### src/verilog/mpc_pkg.sv
/*
 * mpc_pkg: constants for the mode and port control block.
 * assumes: apb slave with 32-bit data, one clock pclk at 100 mhz.
 */
package mpc_pkg;
	// ==================================================
	// register byte offsets
	localparam logic [7:0] OFF_PORT_A_DATA = 8'h00;
	localparam logic [7:0] OFF_PORT_A_DIR  = 8'h04;
	localparam logic [7:0] OFF_PORT_B_DATA = 8'h08;
	localparam logic [7:0] OFF_PORT_B_DIR  = 8'h0c;
	localparam logic [7:0] OFF_PORT_B_ALT  = 8'h10;
	localparam logic [7:0] OFF_STATUS_WORD = 8'h14;
	localparam logic [7:0] OFF_HALT_EN     = 8'h18;
	localparam logic [7:0] OFF_STATUS      = 8'h1c;
	localparam logic [7:0] OFF_ACCESS      = 8'h20;
	// ==================================================
	// status word fields
	localparam int SW_EXT_ADDR   = 0;
	localparam int SW_WAIT_LO    = 1;
	localparam int SW_HALT       = 3;
	localparam int SW_IDLE       = 4;
	// access register fields: [15:0] address, 16 write, 17 byte-high
	localparam int ACC_WRITE     = 16;
	localparam int ACC_HIGH      = 17;
	// ==================================================
	// address map
	localparam logic [15:0] ROM_LO      = 16'he000;
	localparam logic [15:0] RAM_HI      = 16'h01ff;
	// ==================================================
	// port b pins taken by the external bus
	localparam int PB_LATCH   = 10;
	localparam int PB_WRITE   = 11;
	localparam int PB_HIGH    = 12;
	localparam int PB_READ    = 15;
	localparam logic [15:0] PB_BUS_MASK = 16'h9c00;
	// ==================================================
	// reset values
	localparam logic [15:0] RST_DIR  = 16'h0000;
	localparam logic [15:0] RST_DATA = 16'h0000;
	localparam logic [15:0] RST_ALT  = 16'h0000;
	localparam logic [4:0]  RST_SW   = 5'h00;
	// clocks after release before the bus-width strap is trusted
	localparam logic [1:0]  STRAP_SYNC = 2'h2;
	// ==================================================
	// base timer: system clock / 16
	localparam logic [3:0] TIMER_PRESCALE = 4'hf;
	typedef enum logic [4:0] {
		BUS_IDLE  = 5'b00001,
		BUS_ADDR  = 5'b00010,
		BUS_STRB  = 5'b00100,
		BUS_WAIT  = 5'b01000,
		BUS_DONE  = 5'b10000
	} mpc_bus_t;
endpackage : mpc_pkg

### src/verilog/mpc_mode_port.sv
/*
 * mpc_mode_port: operating-mode decode, ports a/b, external bus strobes,
 * wait states, ready stretching, halt and idle power save.
 * assumes: apb master on pclk; pins are asynchronous and synchronised here;
 * the pad logic resolves each pin from out and oe_n.
 */
`timescale 1ns/1ps
module mpc_mode_port (
	input  wire logic        pclk,
	input  wire logic        presetn,
	input  wire logic        psel,
	input  wire logic        penable,
	input  wire logic        pwrite,
	input  wire logic [7:0]  paddr,
	input  wire logic [31:0] pwdata,
	output logic      [31:0] prdata,
	output logic             pready,
	output logic             pslverr,
	input  wire logic        rom_external_select_pin,
	input  wire logic        ready_in,
	input  wire logic        nmi_in,
	input  wire logic [15:0] port_a_in,
	output logic      [15:0] port_a_out,
	output logic      [15:0] port_a_oe_n,
	input  wire logic [15:0] port_b_in,
	output logic      [15:0] port_b_out,
	output logic      [15:0] port_b_oe_n,
	input  wire logic [15:0] port_b_alt_out,
	output logic             rom_select,
	output logic             illegal_access_fault_out,
	output logic             illegal_access_fault_oe_n,
	output logic             core_clock_run,
	output logic             halted,
	output logic             idling
);
	// ==================================================
	// state
	typedef struct packed {
		logic [1:0]       sa0, sa1, sn;
		logic [15:0]      a0, a1, b0, b1;
		logic [15:0]      a_data, a_dir, b_data, b_dir, b_alt;
		logic [4:0]       processor_status_word;
		logic             halt_en, halt_en_locked;
		logic             bus8, strap_done;
		logic [1:0]       strap_cnt;
		logic             fault;
		logic             nmi_q;
		logic [3:0]       pre;
		logic [15:0]      timer;
		mpc_pkg::mpc_bus_t bus;
		logic [15:0]      addr;
		logic             wr, hi, ext;
		logic [1:0]       wcnt;
		logic             ale, rd_n, wr_n, high_byte_strobe_n, drive_a;
		logic [15:0]      a_bus;
	} mpc_state_t;

	mpc_state_t q, next_q;

	// synchronised views; sa bit0 = rom pin, bit1 = ready; sn bit1 = nmi
	logic [15:0] pa, pb;
	logic        pin_rom, pin_rdy, pin_nmi;
	logic        setup, access, ext_mode, legal, off_chip;
	logic [15:0] rd_a, rd_b;
	logic [15:0] acc_addr;
	logic [1:0]  wait_sel;

	assign pa      = q.a1;
	assign pb      = q.b1;
	assign pin_rom = q.sa1[0];
	assign pin_rdy = q.sa1[1];
	assign pin_nmi = q.sn[1];
	assign setup   = psel && !penable;
	assign access  = psel && penable;
	assign acc_addr = pwdata[15:0];
	assign ext_mode = q.processor_status_word[mpc_pkg::SW_EXT_ADDR] || pin_rom;
	assign wait_sel = q.processor_status_word[mpc_pkg::SW_WAIT_LO +: 2];

	// ==================================================
	// address decode
	always_comb begin
		legal    = 1'b1;
		off_chip = 1'b0;
		if (acc_addr <= mpc_pkg::RAM_HI) begin
			off_chip = 1'b0;
		end else if (acc_addr >= mpc_pkg::ROM_LO) begin
			off_chip = pin_rom;
		end else begin
			legal    = q.processor_status_word[mpc_pkg::SW_EXT_ADDR];
			off_chip = q.processor_status_word[mpc_pkg::SW_EXT_ADDR];
		end
	end

	// read-back: input pins show the synchronised level, outputs the data register
	assign rd_a = (q.a_dir & q.a_data) | (~q.a_dir & pa);
	assign rd_b = (q.b_dir & q.b_data) | (~q.b_dir & pb);

	// ==================================================
	// next state
	always_comb begin
		next_q = q;
		next_q.sa0 = {ready_in, rom_external_select_pin};
		next_q.sa1 = q.sa0;
		next_q.sn  = {q.sn[0], nmi_in};
		next_q.a0  = port_a_in;
		next_q.a1  = q.a0;
		next_q.b0  = port_b_in;
		next_q.b1  = q.b0;
		next_q.nmi_q = pin_nmi;
		// strap waits until the pin has crossed both sync flops; earlier it reads reset zeros
		if (!q.strap_done) begin
			if (q.strap_cnt == mpc_pkg::STRAP_SYNC) begin
				next_q.strap_done = 1'b1;
				next_q.bus8       = pb[mpc_pkg::PB_HIGH];
			end else begin
				next_q.strap_cnt = q.strap_cnt + 2'h1;
			end
		end
		// base timer runs except in halt
		if (!q.processor_status_word[mpc_pkg::SW_HALT]) begin
			next_q.pre = q.pre + 4'h1;
			if (q.pre == mpc_pkg::TIMER_PRESCALE) begin
				next_q.timer = q.timer + 16'h0001;
				if (q.timer == 16'hffff && q.processor_status_word[mpc_pkg::SW_IDLE]) begin
					next_q.processor_status_word[mpc_pkg::SW_IDLE] = 1'b0;
				end
			end
		end
		// nmi rising edge wakes halt or idle
		if (pin_nmi && !q.nmi_q) begin
			next_q.processor_status_word[mpc_pkg::SW_HALT] = 1'b0;
			next_q.processor_status_word[mpc_pkg::SW_IDLE] = 1'b0;
		end
		// apb writes, one cycle after setup
		if (access && pwrite && !halted && !idling) begin
			unique case (paddr)
				mpc_pkg::OFF_PORT_A_DATA: next_q.a_data = pwdata[15:0];
				mpc_pkg::OFF_PORT_A_DIR:  next_q.a_dir  = pwdata[15:0];
				mpc_pkg::OFF_PORT_B_DATA: next_q.b_data = pwdata[15:0];
				mpc_pkg::OFF_PORT_B_DIR:  next_q.b_dir  = pwdata[15:0];
				mpc_pkg::OFF_PORT_B_ALT:  next_q.b_alt  = pwdata[15:0];
				mpc_pkg::OFF_STATUS_WORD: begin
					next_q.processor_status_word[2:0] = pwdata[2:0];
					next_q.processor_status_word[mpc_pkg::SW_IDLE] = pwdata[mpc_pkg::SW_IDLE];
					// halt only if enabled
					next_q.processor_status_word[mpc_pkg::SW_HALT] = pwdata[mpc_pkg::SW_HALT] && q.halt_en;
				end
				mpc_pkg::OFF_HALT_EN: begin
					if (!q.halt_en_locked) begin
						next_q.halt_en = pwdata[0];
						next_q.halt_en_locked = 1'b1;
					end
				end
				default: ;
			endcase
		end
		// fault latches on an illegal decoded access, cleared by any legal one
		if (setup && pwrite && paddr == mpc_pkg::OFF_ACCESS) begin
			next_q.fault = !legal;
		end
		// ==================================================
		// external bus cycle, started by a write to the access register
		unique case (q.bus)
			mpc_pkg::BUS_IDLE: begin
				if (setup && pwrite && paddr == mpc_pkg::OFF_ACCESS && !halted && !idling) begin
					next_q.addr = acc_addr;
					next_q.wr   = pwdata[mpc_pkg::ACC_WRITE];
					next_q.hi   = pwdata[mpc_pkg::ACC_HIGH];
					next_q.ext  = off_chip && legal && ext_mode;
					next_q.bus  = mpc_pkg::BUS_ADDR;
				end
			end
			mpc_pkg::BUS_ADDR: begin
				next_q.ale     = q.ext;
				next_q.drive_a = q.ext;
				next_q.a_bus   = q.addr;
				next_q.high_byte_strobe_n = !(q.ext && !q.bus8 && q.hi);
				next_q.wcnt    = wait_sel;
				next_q.bus     = mpc_pkg::BUS_STRB;
			end
			mpc_pkg::BUS_STRB: begin
				next_q.ale   = 1'b0;
				next_q.rd_n  = !(q.ext && !q.wr);
				next_q.wr_n  = !(q.ext && q.wr);
				next_q.drive_a = q.ext && q.wr;
				next_q.a_bus = q.wr ? q.a_data : q.addr;
				next_q.bus   = mpc_pkg::BUS_WAIT;
			end
			mpc_pkg::BUS_WAIT: begin
				if (q.wcnt != 2'h0) begin
					next_q.wcnt = q.wcnt - 2'h1;
				end else if (pin_rdy || !q.ext) begin
					next_q.bus = mpc_pkg::BUS_DONE;
				end
			end
			mpc_pkg::BUS_DONE: begin
				next_q.rd_n    = 1'b1;
				next_q.wr_n    = 1'b1;
				next_q.high_byte_strobe_n = 1'b1;
				next_q.drive_a = 1'b0;
				next_q.bus     = mpc_pkg::BUS_IDLE;
			end
			default: next_q.bus = mpc_pkg::BUS_IDLE;
		endcase
	end

	// ==================================================
	// registers; reset clears direction so every pin starts tri-stated
	always_ff @(posedge pclk or negedge presetn) begin
		if (!presetn) begin
			q        <= '0;
			q.a_dir  <= mpc_pkg::RST_DIR;
			q.b_dir  <= mpc_pkg::RST_DIR;
			q.a_data <= mpc_pkg::RST_DATA;
			q.b_data <= mpc_pkg::RST_DATA;
			q.b_alt  <= mpc_pkg::RST_ALT;
			q.processor_status_word <= mpc_pkg::RST_SW;
			q.bus    <= mpc_pkg::BUS_IDLE;
			q.rd_n   <= 1'b1;
			q.wr_n   <= 1'b1;
			q.high_byte_strobe_n <= 1'b1;
		end else begin
			q <= next_q;
		end
	end

	// ==================================================
	// apb answer: zero wait; a write to the access register stalls until the bus cycle ends
	always_comb begin
		pready  = 1'b1;
		pslverr = 1'b0;
		if (access && paddr == mpc_pkg::OFF_ACCESS && pwrite) begin
			pready = (q.bus == mpc_pkg::BUS_DONE);
		end
		if (access && paddr > mpc_pkg::OFF_ACCESS) begin
			pslverr = 1'b1;
		end
	end

	always_comb begin
		prdata = 32'h0000_0000;
		unique case (paddr)
			mpc_pkg::OFF_PORT_A_DATA: prdata[15:0] = rd_a;
			mpc_pkg::OFF_PORT_A_DIR:  prdata[15:0] = q.a_dir;
			mpc_pkg::OFF_PORT_B_DATA: prdata[15:0] = rd_b;
			mpc_pkg::OFF_PORT_B_DIR:  prdata[15:0] = q.b_dir;
			mpc_pkg::OFF_PORT_B_ALT:  prdata[15:0] = q.b_alt;
			mpc_pkg::OFF_STATUS_WORD: prdata[4:0]  = q.processor_status_word;
			mpc_pkg::OFF_HALT_EN:     prdata[1:0]  = {q.halt_en_locked, q.halt_en};
			mpc_pkg::OFF_STATUS:      prdata[3:0]  = {q.bus8, ext_mode, pin_rom, q.fault};
			mpc_pkg::OFF_ACCESS:      prdata[15:0] = q.addr;
			default:                  prdata = 32'h0000_0000;
		endcase
	end

	// ==================================================
	// pins; port b mixes gpio, alternate function and bus strobes
	logic [15:0] b_gp, b_strobe;
	always_comb begin
		b_gp = (q.b_alt & port_b_alt_out) | (~q.b_alt & q.b_data);
		b_strobe = b_gp;
		b_strobe[mpc_pkg::PB_LATCH] = q.ale;
		b_strobe[mpc_pkg::PB_WRITE] = q.wr_n;
		b_strobe[mpc_pkg::PB_HIGH]  = q.high_byte_strobe_n;
		b_strobe[mpc_pkg::PB_READ]  = q.rd_n;
	end

	// external modes hand port a and the strobe pins to the bus
	assign port_a_out  = ext_mode ? q.a_bus : q.a_data;
	assign port_a_oe_n = ext_mode ? {16{!q.drive_a}} : ~q.a_dir;
	assign port_b_out  = ext_mode ? b_strobe : b_gp;
	// strobe pins tri-stated until the strap is taken, then driven
	logic [15:0] pb_bus_drv;
	assign pb_bus_drv  = q.strap_done ? mpc_pkg::PB_BUS_MASK : 16'h0000;
	assign port_b_oe_n = ext_mode ? (~q.b_dir & ~pb_bus_drv) : ~q.b_dir;
	assign rom_select  = !pin_rom;
	// open drain: pull low only while faulting
	assign illegal_access_fault_out  = 1'b0;
	assign illegal_access_fault_oe_n = !q.fault;
	assign halted         = q.processor_status_word[mpc_pkg::SW_HALT];
	assign idling         = q.processor_status_word[mpc_pkg::SW_IDLE];
	assign core_clock_run = !(halted || idling);
endmodule : mpc_mode_port

### config.mk
export PLATFORM = sky130hd
export DESIGN_NAME = mpc_mode_port
export DESIGN_NICKNAME = d
export VERILOG_FILES = /design/src/verilog/mpc_pkg.sv /design/src/verilog/mpc_mode_port.sv
export SDC_FILE = /design/constraint.sdc
export NUM_CORES = 1
export LEC_CHECK = 0
export BUFFER_PORTS_ARGS = -buffer_cell sky130_fd_sc_hd__buf_2
export CAP_MARGIN = 10
export CORE_ASPECT_RATIO = 1.2
export CORE_MARGIN = 5
export CORE_UTILIZATION = 47
export DETAILED_ROUTE_END_ITERATION = 10
export GPL_ROUTABILITY_DRIVEN = 0
export PLACE_DENSITY = 0.71
export SYNTH_ARGS = -nofsm -noshare
export SYNTH_HDL_FRONTEND = slang
export SYNTH_SLANG_ARGS = --single-unit
### constraint.sdc
create_clock -name pclk -period 2.05 [get_ports pclk]
set_clock_uncertainty 0.2 [all_clocks]
set_input_delay 0.205 -clock pclk [delete_from_list [all_inputs] [get_ports pclk]]
set_output_delay 0.205 -clock pclk [all_outputs]
set_load 0.02 [all_outputs]
Word level (Yosys, flattened, before mapping) --
Cells that the tools add are included.
Operators by class: $add $sub $neg 4, order comparisons 3, eq/ne operators 20, mux-type cells 38, bitwise logic cells 18, reductions and logical operators 60
Operators with widths (number):
- 16-bit AND | 7
- 16-bit 2-to-1 mux | 6
- 11-bit one-hot mux with 6 select lines | 1
- 16-bit NOT | 4
- 16-bit bitwise OR | 3
- 8-bit by 5-bit equality test with 1-bit output (second input constant) | 4
- 16-bit one-hot mux with 2 select lines | 1
- 24-bit 2-to-1 mux | 1
- 2-bit AND reduction | 12
- 1-bit logical AND | 21
- 5-bit one-hot mux with 4 select lines | 1
- 2-bit one-hot mux with 9 select lines | 1
- 16-bit by 1-bit adder with 16-bit output (second input constant) | 1
- 16-bit equality test (second input constant) | 1
- 8-bit by 4-bit equality test with 1-bit output (second input constant) | 2
- 16-bit greater-or-equal comparator (second input constant) | 1
- 16-bit by 9-bit <= comparator with 1-bit output (second input constant) | 1
- 2-bit one-hot mux with 8 select lines | 1
- 1-bit logical NOT | 15
- 5-bit 2-to-1 mux | 3
- 1-bit 2-to-1 mux | 10
- 2-bit 2-to-1 mux | 5
- 2-bit nonzero test | 5
- 8-bit by 3-bit equality test with 1-bit output (second input constant) | 1
- 24 further kinds | 35
Word-level totals: register bits after elaboration 230, input port bits 96, output and inout port bits 104, word-level logic and storage cells 178

Depth between registers and ports, before layout --
word-level depth 8, depth in mapped cells 7, depth with buffers taken out 5

Worst setup path before layout --
No wires, ideal clock.
path type input to output, start in paddr[1], end out prdata[8], data arrival time 1966 ps, required time 1645 ps, setup slack -321 ps, stages 6, buffers on the path 2, path through buf_4 -> or4b_2 -> clkbuf_2 -> o22ai_1 -> nor3_1 -> o32ai_1
Between the ends: word-level cells in the longest chain between the ends 2, elaborated cells on any way between the ends 7, those cells by class eq/ne (5); mux (1); reduce/logical (1)
RTL lines:
- start, declared | line mpc_mode_port.sv:14 | input wire logic [7:0] paddr,
- 8-bit by 6-bit equality test with 1-bit output, or another cell as far along | line mpc_mode_port.sv:242 | unique case (paddr)
- 11-bit one-hot mux with 6 select lines (*) | line mpc_mode_port.sv:242
- end, declared | line mpc_mode_port.sv:16 | output logic [31:0] prdata,
Mark *: on every way between the ends. The rest lies on a longest branch, timed or not.

Final worst setup path --
start reg q[75] (netlist bit), end out prdata[0]
Between the ends: word-level cells in the longest chain between the ends 1
RTL lines:
- start, declared | line mpc_mode_port.sv:58 | mpc_state_t q, next_q;
- start signal, assigned | line mpc_mode_port.sv:223 | q <= next_q;
- 2-bit one-hot mux with 9 select lines | line mpc_mode_port.sv:242
Every way passes these cells.

==> results.tsv <==
metric	value	unit
Clock Path Buffers	3	
number of synthesized flops with an enable pin	0	
Clock transition at path regs	70	ps
Iter 0 DRT Violations	763	
Final setup viols	77	
critical-path cell list	buf_6, mux4_2, nor2b_1, and3b_1, o21ai_2, buf_6	
Largest delay share family, worst path	multiplexers	
Area Overhead vs Synth	45.7	%
Setup Crit Path Kind	flip-flop to output port	
Post-Place Cells	1339	
Die X	146	um
total global routing overflow	0	
WL per Instance	23.2	um
Core ar.	21700	um^2
antenna violations before repair	2	
combinational family with the most area after synthesis	multiplexers	
worst rel slew slack	58.7	%
ys flop type	dfrtp_1	
clock tree root driver cell	clkbuf_16	
Max Cap Viol	0	
hold_ws	107	ps
slowest library cell on the worst path	mux4_2	
Mapped Cells	869	
minimum clock period	2500	ps
startpoint types	flip-flop	
CP max FO	3	
fraction of layout cells with a size suffix above 1	49.9	%
worst slew pin tran	602	ps
commonest non-fill, non-tap cell in the layout	dfrtp_1	
Ys Warns	0	
Die Height	173	um
drt via density	5.87	
first-pass GRT wire length	51.9	mm
Async SR Flop Fraction	100	%
slowest stage delay, CP	450	ps
status	finished, violations left	
Power, Total	9.98	mW
DP Worst Slack	-128	ps
latest clock arrival within the worst-skew pair	520	ps
row count	59	
final core occ	69.6	%
number of global-route vias before repair	9070	
post-synth cell types	67	
most frequent cells in the layout	215 x dfrtp_1, 110 x mux2_2, 108 x buf_2, 104 x buf_4, 61 x buf_6	
data required time of the critical path	1640	ps
drt total wl	34.6	mm
max frequency	400	MHz
Final period util	122	%
nets	1301	
WP data arrival	2100	ps
Hold Path Class	input port to flip-flop	
Worst setup EP type	output port	
Inserted Clock Buffers	25	
TritonCTS sink count	230	
most used cell, CP	buf_6	
Worst VDD drop	600	uV
Post-Synth Adder-Cell Area	0.483	%
# H-tree levels	1	
DR pass1 iterations	5	
Final Worst Setup Slack	-452	ps
Initial Utilization	47.8	%
CTS tree	built	
max-slew violations	0	
Buf/Inv on CP	2	
simple-gate portion of the synthesized area	10.5	%
I/O pins	200	
die area	25100	um^2
post-synthesis mux area share	16.8	%
port buffer count	168	
failing checks	setup timing	
Power Dens Cells	661	nW/um^2
number of synthesized register bits	230	
Fin. Hold Viols	0	
post-route ant nets	0	
sequential share of the synthesized area	55.6	%
Mapped Avg Cell Area	11.9	um^2
non-filler cells, final	1494	
DRC Markers	0	
unrepaired setup endpoints after global routing	true	
Mapped Area	10400	um^2
largest net degree at the start of global routing	53	
DP HPWL	21.3	mm
vias	8763	
overall global routing resource usage	25.8	%
Synth Area in Compound Gates	9.15	%
leak pwr	7.13	nW
post-synthesis xor/xnor area fraction	1.61	%
==> layer usage <==
layer / vias to the layer above / global-route usage, % / wire length [um]
met5: - / 0 / 20
met4: 2 / 12.1 / 1700
met3: 128 / 5.21 / 3100
met2: 553 / 42.0 / 16700
met1: 4361 / 33.3 / 13100
li1: 3719 / - / -
==> path summary, 6_finish.rpt <==
kind	startpoint	to	slack [ps]	cells after the start
min in group asynchronous	presetn	q[2]$_DFFE_PN0P_	460	3
hold / removal	paddr[2]	q[74]$_DFFE_PN0P_	110	4
max in group asynchronous	presetn	b_strobe[15]$_DFFE_PN1P_	630	4
setup / recovery	q[75]$_DFFE_PN0P_	prdata[0]	-450	6
setup reg to reg	halted$_DFF_PN0_	q[30]$_DFFE_PN0P_	-110	6
hold reg to reg	next_q[195]$_DFF_PN0_	pa[3]$_DFF_PN0_	140	0
==> stage by stage <==
step                      area [um^2]  TNS, ps
after detailed placement        12000    -2870
after global routing            15100   -19420
final                           15100   -16000
after floorplan                 10500    -2830
after global placement          12000     -868
after CTS                       14700    -9960
==> cells in the mapped netlist (3+ instances only) <==
cell / count / area, um^2
a22oi_1: 21 / 158
mux2_2: 122 / 1370
o221ai_1: 5 / 43.8
buf_2: 8 / 40.0
a32oi_1: 5 / 43.8
nor3_1: 12 / 60.1
nand2b_1: 7 / 43.8
nand4b_1: 3 / 26.3
o31a_1: 3 / 26.3
xor2_1: 6 / 52.6
o21ai_0: 51 / 255
or2_2: 3 / 18.8
clkbuf_1: 22 / 82.6
a221oi_1: 3 / 26.3
nand3b_1: 3 / 22.5
ha_1: 4 / 50.1
xnor2_1: 13 / 114
dfstp_2: 4 / 105
nand2_1: 78 / 293
a21oi_1: 32 / 160
o22ai_1: 5 / 31.3
nand3_1: 15 / 75.1
and3_1: 5 / 31.3
nor3b_1: 4 / 30.0
nand4_1: 5 / 31.3
buf_4: 33 / 248
buf_6: 6 / 67.6
dfrtp_1: 226 / 5660
inv_1: 44 / 165
a211o_1: 4 / 35.0
nor2b_1: 7 / 43.8
and2_1: 4 / 25.0
nor2_1: 21 / 78.8
mux2i_1: 32 / 320
o32ai_1: 7 / 61.3
==> worst reg2reg max path: stages, from the launching register on <==
cell and delay, ps:
dfrtp_2 440, nor2_4 220, nand4b_1 250, nor3_4 320
buf_4 170, buf_8 130, mux2_4 300
==> registers in the layout, indices dropped and copies added (netlist names) <==
| name | flops |
|---|---|
| b_strobe | 4 |
| pb | 16 |
| idling | 1 |
| pin_rdy | 1 |
| q | 154 |
| halted | 1 |
| pa | 16 |
| pin_rom | 1 |
| next_q | 36 |
==> timing repair <==
item	CTS	global route
pin swaps	61	21
gates resized for setup	260	96
gates cloned	6	2
hold buffers	59	0
endpoints found under the hold margin	367	0
setup buffers	34	11
endpoints found under the setup margin	73	113
==> power breakdown <==
part	switching [mW]	leakage (nW)	internal, mW
registers	0.0758	2.99	4.66
logic	0.520	3.76	0.426
clock network	1.83	0.379	2.47
==> logic make-up (layout without fill, tap and decap cells) <==
family / count (synthesis) / in the layout
buffers and inverters: 114 / 448
adder cells (fa/ha/maj): 4 / 4
multiplexers: 156 / 156
flip-flops: 230 / 230
other: 1 / 18
AO/OA/AOI/OAI: 148 / 148
AND/OR/NAND/NOR: 197 / 197
XOR/XNOR: 19 / 19
==> layout make-up <==
class / count / area (um^2)
clock buffer: 36 / 727
timing repair buffer: 359 / 3170
multi-input combinational: 541 / 4850
clock inverter: 9 / 62.6
fill: 1441 / 6600
antenna: 1 / 2.50
inverter: 44 / 165
sequential: 230 / 5770
tap: 274 / 343
(Power assumes the default switching activity.)
